### config.mk
export PLATFORM = sky130hd
export DESIGN_NAME = uft_transmitter
export DESIGN_NICKNAME = d
export VERILOG_FILES = /design/src/verilog/uft_pkg.sv /design/src/verilog/uft_baud_gen.sv /design/src/verilog/uft_clk_edge.sv /design/src/verilog/uft_transmitter.sv
export SDC_FILE = /design/constraint.sdc
export NUM_CORES = 1
export LEC_CHECK = 0
export BUFFER_PORTS_ARGS = -buffer_cell sky130_fd_sc_hd__buf_2
export CAP_MARGIN = 20
export CORE_MARGIN = 2
export CORE_UTILIZATION = 45
export DETAILED_ROUTE_END_ITERATION = 7
export SYNTH_ARGS = -nofsm -noshare
export SYNTH_HDL_FRONTEND = slang
export SYNTH_SLANG_ARGS = --single-unit
export TNS_END_PERCENT = 50
### constraint.sdc
create_clock -name i_ref_clk -period 4.03 [get_ports i_ref_clk]
set_input_delay 0.806 -clock i_ref_clk [delete_from_list [all_inputs] [get_ports i_ref_clk]]
set_output_delay 0.806 -clock i_ref_clk [all_outputs]
set_load 0.01 [all_outputs]
### src/verilog/uft_pkg.sv
package uft_pkg;
    localparam int ADDR_W = 3;
    localparam int DATA_W = 8;
    localparam int BAUD_W = 12;
    // register offsets
    localparam logic [2:0] OFF_DATA = 3'h0;
    localparam logic [2:0] OFF_CSA = 3'h1;
    localparam logic [2:0] OFF_CSB = 3'h2;
    localparam logic [2:0] OFF_CSC = 3'h3;
    localparam logic [2:0] OFF_BAUD_LO = 3'h4;
    localparam logic [2:0] OFF_BAUD_HI = 3'h5;
    localparam logic [2:0] OFF_CLKDIR = 3'h6;
    // control_status_a fields
    localparam int CSA_DOUBLE = 1;
    localparam int CSA_UDRE = 5;
    localparam int CSA_TXC = 6;
    // control_status_b fields
    localparam int CSB_TX9 = 0;
    localparam int CSB_SIZE2 = 2;
    localparam int CSB_TRANSMIT_ENABLE_BIT = 3;
    // control_status_c fields
    localparam int CSC_POL = 0;
    localparam int CSC_SIZE_LO = 1;
    localparam int CSC_STOP = 3;
    localparam int CSC_PAR_LO = 4;
    localparam int CSC_SYNC = 6;
    // clock pin direction field
    localparam int CLKDIR_MASTER = 0;
    // reset values
    localparam logic [2:0] RST_SIZE = 3'h3;
    localparam logic [1:0] RST_PARITY = 2'h0;
    localparam logic [BAUD_W-1:0] RST_BAUD = 12'h000;
    // encodings
    localparam logic [2:0] SIZE_NINE = 3'h7;
    localparam logic [1:0] PAR_EVEN = 2'h2;
    localparam logic [1:0] PAR_ODD = 2'h3;
    // last sub-tick of a bit in the two asynchronous speeds
    localparam logic [3:0] DIV_NORMAL_LAST = 4'hf;
    localparam logic [3:0] DIV_DOUBLE_LAST = 4'h7;
    typedef enum logic [5:0] {
        ST_IDLE = 6'h01,
        ST_START = 6'h02,
        ST_DATA = 6'h04,
        ST_PARITY = 6'h08,
        ST_STOP1 = 6'h10,
        ST_STOP2 = 6'h20
    } uft_tx_state_e;
endpackage

### src/verilog/uft_baud_gen.sv
`timescale 1ns/1ps
`default_nettype none
module uft_baud_gen (
    input wire logic i_ref_clk,
    input wire logic i_reset,
    input wire logic [uft_pkg::BAUD_W-1:0] i_divisor,
    input wire logic i_reload,
    input wire logic i_double,
    input wire logic i_sync_master,
    input wire logic i_pol,
    output logic o_bit_tick,
    output logic o_xck
);
    import uft_pkg::*;

    typedef struct packed {
        logic [BAUD_W-1:0] cnt;
        logic [3:0] sub;
        logic xck;
        logic tick;
    } uft_baud_s;

    uft_baud_s q;
    uft_baud_s d;
    logic zero;
    logic [3:0] last;

    always_comb
    begin
        d = q;
        d.tick = 1'b0;
        zero = (q.cnt == '0);
        last = i_double ? DIV_DOUBLE_LAST : DIV_NORMAL_LAST;
        // down-counter reloads on zero or on a write of the divisor low byte
        if (zero || i_reload)
        begin
            d.cnt = i_divisor;
        end
        else
        begin
            d.cnt = q.cnt - 1'b1;
        end
        if (!i_sync_master)
        begin
            d.xck = i_pol;
        end
        if (zero)
        begin
            if (i_sync_master)
            begin
                // divide by 2: toggle the clock, shift on the change edge
                d.xck = ~q.xck; // RULE20
                d.tick = (q.xck == i_pol); // RULE21
            end
            else if (q.sub >= last)
            begin
                d.sub = 4'h0;
                d.tick = 1'b1; // RULE20
            end
            else
            begin
                d.sub = q.sub + 1'b1;
            end
        end
    end

    always_ff @(posedge i_ref_clk or posedge i_reset)
    begin
        if (i_reset)
        begin
            q <= '0;
        end
        else
        begin
            q <= d;
        end
    end

    assign o_bit_tick = q.tick;
    assign o_xck = q.xck;
endmodule
`default_nettype wire

### src/verilog/uft_clk_edge.sv
`timescale 1ns/1ps
`default_nettype none
module uft_clk_edge (
    input wire logic i_ref_clk,
    input wire logic i_reset,
    input wire logic i_xck_pin,
    input wire logic i_pol,
    output logic o_change
);
    typedef struct packed {
        logic meta;
        logic sync;
        logic prev;
        logic change;
    } uft_edge_s;

    uft_edge_s q;
    uft_edge_s d;

    always_comb
    begin
        d = q;
        // two-flop synchroniser, edge taken from the second stage and the delayed copy after it
        d.meta = i_xck_pin;
        d.sync = q.meta;
        d.prev = q.sync;
        d.change = i_pol ? (q.prev & ~q.sync) : (~q.prev & q.sync); // RULE21
    end

    always_ff @(posedge i_ref_clk or posedge i_reset)
    begin
        if (i_reset)
        begin
            q <= '0;
        end
        else
        begin
            q <= d;
        end
    end

    assign o_change = q.change;
endmodule
`default_nettype wire

### src/verilog/uft_transmitter.sv
// Summary of operation
// RULE1: all 30 formats: 1 start, 5-9 data, none/even/odd parity, 1-2 stops.
// RULE2: start bit first, then data bits least significant first.
// RULE3: parity bit sits after the last data bit, before the first stop.
// RULE4: after a frame, start the next at once or hold the line high.
// RULE5: start bit is always low, every stop bit always high.
// RULE6: one format setting shared with the receiver; changing it corrupts transfers.
// RULE7: 3-bit size field, 2-bit parity field, 1-bit stop count selector.
// RULE8: receiver ignores the second stop bit; frame error from first stop only.
// RULE9: parity is xor of data bits; inverted for odd parity.
// RULE10: transmit enable takes the serial output pin over from the port.
// RULE11: synchronous mode with transmit enabled takes the clock pin for timing.
// RULE12: writing the data register loads the buffer and starts transmission.
// RULE13: buffer moves to shifter when idle or right after the last stop.
// RULE14: shifter sends a frame at baud/double-speed rate or external clock.
// RULE15: below eight bits the unused upper written bits are ignored.
// RULE16: nine-bit size code 7; ninth bit written before the low byte.
// RULE17: buffer-empty flag reports the buffer state; host polls it.
// RULE18: host sets rate, mode and format before sending, not during.
// RULE19: transmit complete flag marks all done; host clears it before writing.
// RULE20: baud output divided by 16 normal, 8 double speed, 2 sync master.
// RULE21: polarity 0 changes data on rising clock edge; polarity 1 reverses.
// RULE22: every bit lasts one bit period; start aligned to a period boundary.
// RULE23: parity covers only the configured data bits.
//
// Implementation choices: the plain strobed port and the address map.
`timescale 1ns/1ps
`default_nettype none
module uft_transmitter (
    input wire logic i_ref_clk,
    input wire logic i_reset,
    input wire logic [uft_pkg::ADDR_W-1:0] i_addr,
    input wire logic [uft_pkg::DATA_W-1:0] i_wdata,
    input wire logic i_wr,
    input wire logic i_rd,
    output logic [uft_pkg::DATA_W-1:0] o_rdata,
    input wire logic i_xck,
    output logic o_xck,
    output logic o_xck_oe,
    output logic o_txd,
    output logic o_txd_oe,
    output logic o_buffer_empty,
    output logic o_tx_complete,
    output logic [2:0] o_fmt_char_size,
    output logic [1:0] o_fmt_parity,
    output logic o_fmt_two_stop
);
    import uft_pkg::*;

    typedef struct packed {
        uft_tx_state_e st;
        logic [8:0] sh;
        logic [3:0] cnt;
        logic par;
        logic line;
        logic [8:0] buf_data;
        logic udre;
        logic txc;
        logic transmit_enable_bit;
        logic tx9;
        logic dbl;
        logic [2:0] size;
        logic [1:0] pmode;
        logic two_stop;
        logic sync;
        logic pol;
        logic master;
        logic [BAUD_W-1:0] ubrr;
        logic reload;
        logic [DATA_W-1:0] rdata;
        logic oe;
        logic xck_oe;
    } uft_main_s;

    uft_main_s q;
    uft_main_s d;
    logic bg_tick;
    logic edge_tick;
    logic tick;
    logic [3:0] nbits;
    logic [8:0] mask;
    logic [8:0] loaded;
    logic par_on;
    logic frame_end;

    uft_baud_gen u_baud (
        .i_ref_clk(i_ref_clk),
        .i_reset(i_reset),
        .i_divisor(q.ubrr),
        .i_reload(q.reload),
        .i_double(q.dbl),
        .i_sync_master(q.sync & q.master),
        .i_pol(q.pol),
        .o_bit_tick(bg_tick),
        .o_xck(o_xck)
    );

    uft_clk_edge u_edge (
        .i_ref_clk(i_ref_clk),
        .i_reset(i_reset),
        .i_xck_pin(i_xck),
        .i_pol(q.pol),
        .o_change(edge_tick)
    );

    // bit-period strobe from the active clock source
    assign tick = (q.sync && !q.master) ? edge_tick : bg_tick; // RULE14

    always_comb
    begin
        unique case (q.size) // RULE7
            3'h0: nbits = 4'h5;
            3'h1: nbits = 4'h6;
            3'h2: nbits = 4'h7;
            SIZE_NINE: nbits = 4'h9;
            default: nbits = 4'h8;
        endcase
    end

    // one mask bit per data position
    genvar gi;
    generate
        for (gi = 0; gi < 9; gi++)
        begin : g_mask
            assign mask[gi] = (4'(gi) < nbits); // RULE15
        end
    endgenerate

    assign loaded = q.buf_data & mask; // RULE15 RULE23
    assign par_on = q.pmode[1]; // RULE3

    always_comb
    begin
        d = q;
        d.reload = 1'b0;
        frame_end = 1'b0;
        // frame engine, advanced once per bit period
        if (tick)
        begin
            unique case (q.st)
                ST_IDLE:
                begin
                    d.line = 1'b1; // RULE4
                    if (!q.udre && (q.transmit_enable_bit || q.oe))
                    begin
                        d.st = ST_START; // RULE13 RULE22
                    end
                end
                ST_START:
                begin
                    d.line = q.sh[0]; // RULE2
                    d.sh = {1'b0, q.sh[8:1]};
                    d.cnt = 4'h1;
                    d.st = ST_DATA;
                end
                ST_DATA:
                begin
                    if (q.cnt < nbits) // RULE1
                    begin
                        d.line = q.sh[0]; // RULE2
                        d.sh = {1'b0, q.sh[8:1]};
                        d.cnt = q.cnt + 1'b1;
                    end
                    else if (par_on)
                    begin
                        d.line = q.par; // RULE3
                        d.st = ST_PARITY;
                    end
                    else
                    begin
                        d.line = 1'b1; // RULE5
                        d.st = ST_STOP1;
                    end
                end
                ST_PARITY:
                begin
                    d.line = 1'b1; // RULE5
                    d.st = ST_STOP1;
                end
                ST_STOP1:
                begin
                    if (q.two_stop) // RULE1
                    begin
                        d.line = 1'b1; // RULE5
                        d.st = ST_STOP2;
                    end
                    else
                    begin
                        frame_end = 1'b1;
                    end
                end
                ST_STOP2:
                begin
                    frame_end = 1'b1;
                end
            endcase
            // back-to-back frame or idle high after the last stop
            if (frame_end)
            begin
                if (!q.udre)
                begin
                    d.st = ST_START; // RULE4 RULE13
                end
                else
                begin
                    d.line = 1'b1; // RULE4
                    d.st = ST_IDLE;
                end
            end
            if (d.st == ST_START)
            begin
                d.sh = loaded; // RULE13
                d.par = (^loaded) ^ (q.pmode == PAR_ODD); // RULE9 RULE23
                d.line = 1'b0; // RULE5
                d.udre = 1'b1; // RULE17
            end
        end
        // register reads, data valid one cycle later
        d.rdata = '0;
        if (i_rd)
        begin
            unique case (i_addr)
                OFF_CSA:
                begin
                    d.rdata[CSA_DOUBLE] = q.dbl;
                    d.rdata[CSA_UDRE] = q.udre; // RULE17
                    d.rdata[CSA_TXC] = q.txc; // RULE19
                end
                OFF_CSB:
                begin
                    d.rdata[CSB_TX9] = q.tx9;
                    d.rdata[CSB_SIZE2] = q.size[2];
                    d.rdata[CSB_TRANSMIT_ENABLE_BIT] = q.transmit_enable_bit;
                end
                OFF_CSC:
                begin
                    d.rdata[CSC_POL] = q.pol;
                    d.rdata[CSC_SIZE_LO +: 2] = q.size[1:0];
                    d.rdata[CSC_STOP] = q.two_stop;
                    d.rdata[CSC_PAR_LO +: 2] = q.pmode;
                    d.rdata[CSC_SYNC] = q.sync;
                end
                OFF_BAUD_LO: d.rdata = q.ubrr[7:0];
                OFF_BAUD_HI: d.rdata = {4'h0, q.ubrr[11:8]};
                OFF_CLKDIR: d.rdata[CLKDIR_MASTER] = q.master;
                default: d.rdata = '0;
            endcase
        end
        // register writes
        if (i_wr)
        begin
            unique case (i_addr)
                OFF_DATA:
                begin
                    d.buf_data = {q.tx9, i_wdata}; // RULE12 RULE16
                    d.udre = 1'b0; // RULE12
                end
                OFF_CSA:
                begin
                    d.dbl = i_wdata[CSA_DOUBLE];
                    if (i_wdata[CSA_TXC])
                    begin
                        d.txc = 1'b0; // RULE19
                    end
                end
                OFF_CSB:
                begin
                    d.tx9 = i_wdata[CSB_TX9]; // RULE16
                    d.size[2] = i_wdata[CSB_SIZE2]; // RULE7
                    d.transmit_enable_bit = i_wdata[CSB_TRANSMIT_ENABLE_BIT];
                end
                OFF_CSC:
                begin
                    d.pol = i_wdata[CSC_POL];
                    d.size[1:0] = i_wdata[CSC_SIZE_LO +: 2]; // RULE7
                    d.two_stop = i_wdata[CSC_STOP]; // RULE7
                    d.pmode = i_wdata[CSC_PAR_LO +: 2]; // RULE7
                    d.sync = i_wdata[CSC_SYNC];
                end
                OFF_BAUD_LO:
                begin
                    d.ubrr[7:0] = i_wdata;
                    d.reload = 1'b1;
                end
                OFF_BAUD_HI: d.ubrr[11:8] = i_wdata[3:0];
                OFF_CLKDIR: d.master = i_wdata[CLKDIR_MASTER];
                default: d.reload = 1'b0;
            endcase
        end
        // completion set wins over a clear in the same cycle
        if (tick && frame_end && q.udre)
        begin
            d.txc = 1'b1; // RULE19
        end
        // pin override holds until pending work is sent
        d.oe = d.transmit_enable_bit | (d.st != ST_IDLE) | (q.oe & !d.udre); // RULE10
        d.xck_oe = d.sync & d.master & d.oe; // RULE11
    end

    always_ff @(posedge i_ref_clk or posedge i_reset)
    begin
        if (i_reset)
        begin
            q <= '0;
            q.st <= ST_IDLE;
            q.line <= 1'b1;
            q.udre <= 1'b1;
            q.size <= RST_SIZE;
            q.pmode <= RST_PARITY;
            q.ubrr <= RST_BAUD;
        end
        else
        begin
            q <= d;
        end
    end

    assign o_rdata = q.rdata;
    assign o_txd = q.line;
    assign o_txd_oe = q.oe;
    assign o_xck_oe = q.xck_oe;
    assign o_buffer_empty = q.udre;
    assign o_tx_complete = q.txc;
    // live format shared with the receiver; it checks only the first stop
    assign o_fmt_char_size = q.size; // RULE6
    assign o_fmt_parity = q.pmode; // RULE6
    assign o_fmt_two_stop = q.two_stop; // RULE8
endmodule
`default_nettype wire

==> metrics.yaml <==
status: "completed"
rsz0062_at_grt: "false"
startpoint_type: "flop"
dpl.cell_count: 578
dieHeight_um: 105.7
worst_slew_pin_slew_ps: 872.4
synthDistinctLibCells: 58
hold_viol: 0
path_max_fanout: 15
reg2reg_slack_ps: 710
power.leakage_nw: 2.196
rows: 37
finalCriticalPeriod_ps: 3322
gp_congestion: 0.8178
grt_util_all_layers_pct: 20.18
slew_viol_final: 0
start_util_pct: 45.69
period_share_pct: 82.43
worstPathRequired_ps: 4330
via_per_inst: 5.633
ant_nets: 0
synth.cell_area_mm2: 0.004653
synth-edff-count: 0
overflow: 0
h-tree-depth: 3
route.detailed.drc: 0
vias: 3346
cpLargestDelayFamily: "simple AND/OR/NAND/NOR gates"
ys_seq_elements: 89
whs_path_depth: 0
wl_um: 10440
ios: 36
tns_ps: 0
worst_setup_path_end_kind: "flop"
n_antenna_cell: 0
rr_endpoint: "q[57]$_DFFE_PP0P_"
wire_per_inst_um: 17.58
crit_type: "flop to flop"
cts_resized: 0
die-area_mm2: 0.01117
crit_arrival_ps: 3620
drtIter0Drc: 183
first_pass_iters: 5
slew_headroom_pct: 40.17
core_area_mm2: 0.01018
avgSynthCellArea_um2: 10.65
fin_cells: 594
grt_pass1_vias: 3333
path_clk_slew_ps: 90
synth_warnings: 0
cts_tree: "built"
crit_chain: "a21o_1 -> inv_1 -> ha_1 -> and3_1 -> o311ai_0 -> a21oi_1 -> o22ai_1 -> or4_1 -> nand2_1 -> o221a_2"
r2r_cells: 10
clk_latency_ps: 370
max_freq_mhz: 301.0
ys.flop_type: "dfrtp_1"
cap_violations: 0
power.density_mw_per_mm2: 630.5
cts_buffer_depth: 2
fin_nets: 476
hold_path.class: "flop to flop"
dp_hpwl_um: 7618
port_buffers: 35
cts_buffers: 9
fin_skew_ps: 15.74
seq_area_frac_synth_pct: 48.00
syn_nets: 460
most-common-layout-cells: "dfrtp_1, mux2_2, buf_2"
synthCells: 437
crit_path_max_incr_delay_ps: 760
min_from: "u_edge.d[2]$_DFF_PP0_"
area_delta_synth_final_pct: 8.685
crit_buf_inv: 1
cts-hold-fix-buffers: 0
cts_sinks: 89
final_common_cell: "dfrtp_1"
grt_max_degree: 33
cpMaxStageDelayCell: "or4_1"
vdd.ir_drop.worst_uv: 208.1
die_w_um: 105.7
antenna_found_initial: 0
drive_above_1_share_pct: 23.58
finalSetupViolations: 0
synth-async-reset-ratio_pct: 100.0
r2r_start: "o_fmt_char_size[0]$_DFFE_PP1P_"
grt_pass1_wl_um: 17540
post_cts_buffers: 0
cts_root_buf: "clkbuf_8"
power_w: 0.003188
hold_end: "u_edge.d[1]$_DFF_PP0_"
-- cell usage after synthesis, drive strengths merged, types with 8 or more instances --
library cell | number | share of area (%)
nand2 | 28 | 2.4
mux2 | 37 | 9.0
inv | 9 | 0.73
nand2b | 8 | 1.1
a21oi | 18 | 1.9
dfrtp | 84 | 45
nand3 | 14 | 1.5
buf | 22 | 3.7
mux2i | 8 | 1.7
nor3 | 9 | 0.97
nor2b | 12 | 1.6
clkbuf | 13 | 1.0
xnor2 | 15 | 2.8
xor2 | 9 | 1.7
nor2 | 29 | 2.3
o21ai | 21 | 2.3
-- logic make-up after synthesis --
logic type | count (synthesis) | synth area share [%]
flip-flops | 89 | 48.00
AND/OR/NAND/NOR | 133 | 15.11
buffers and inverters | 44 | 5.432
multiplexers | 45 | 10.67
XOR/XNOR | 24 | 4.518
AO/OA/AOI/OAI | 95 | 14.39
adder cells (fa/ha/maj) | 7 | 1.882
-- final cells by class --
cell class | count | area (um2)
inverters | 9 | 35.03
repair buffers | 40 | 212.7
well taps | 136 | 170.2
flip-flops and latches | 89 | 2233
multi-input cells | 304 | 2167
clock buffers | 13 | 148.9
fillers | 973 | 5127
clock inverters | 3 | 90.09
-- metrics by stage --
step / utilization (%) / hold WS, ps / setup slack [ps] / instance area (um2)
CTS: 49.66 / 363.3 / 721.2 / 5057
global route: 49.66 / 369.2 / 396.3 / 5057
detailed placement: 47.31 / 344.3 / 781.2 / 4818
finish: 49.66 / 362.7 / 707.9 / 5057
floorplan: - / 331.2 / 925.4 / 4653
global placement: 47.31 / 337.2 / 882.7 / 4818
-- how the worst max path moves through the flow --
stage	slack [ps]	start	to	cells after the start
floorplan	930	i_reset	async pin	1
global placement	880	o_fmt_char_size[0]$_DFFE_PP1P_	q[58]$_DFFE_PP0P_	10
detailed placement	780	o_fmt_char_size[0]$_DFFE_PP1P_	q[59]$_DFFE_PP0P_	10
CTS	720	o_fmt_char_size[0]$_DFFE_PP1P_	q[57]$_DFFE_PP0P_	10
global route	400	o_fmt_char_size[0]$_DFFE_PP1P_	q[58]$_DFFE_PP0P_	10
finish	710	o_fmt_char_size[0]$_DFFE_PP1P_	q[57]$_DFFE_PP0P_	10
-- routing by layer --
metal / part of all wire [%] / track usage, % / wire length (um) / vias up
met5: 0 / 0 / 0 / -
met4: 1.5 / 7.331 / 157 / 0
met3: 4.4 / 4.205 / 462 / 13
met2: 44 / 29.59 / 4636 / 72
met1: 50 / 29.53 / 5183 / 1671
li1: - / - / - / 1590
-- where the power goes --
| group | total (W) | internal [W] | switching [W] |
|---|---|---|---|
| combinational | 0.00102 | 0.000519 | 0.000501 |
| sequential | 0.00143 | 0.00114 | 0.000290 |
| clock | 0.000740 | 0.000430 | 0.000310 |
| total | 0.00319 | 0.00209 | 0.00110 |
-- worst reg2reg max path: stages (launching register included) --
cell and delay (ps):
dfstp_2 630, a21o_1 180, inv_1 50, ha_1 280
and3_1 140, o311ai_0 240, a21oi_1 260, o22ai_1 110
or4_1 760, nand2_1 360, o221a_2 250
-- sequential cells by signal, summed over array words and instances, names as in the netlist, named ones only --
name	flops
q	48
u_baud.q	16
u_baud.o_bit_tick	1
u_edge.d	2
o_txd	1
o_fmt_parity	2
o_rdata	8
o_txd_oe	1
o_tx_complete	1
o_buffer_empty	1
o_fmt_two_stop	1
u_edge.o_change	1
o_xck_oe	1
o_fmt_char_size	3
u_edge.q	1
(Power assumes the default switching activity.)
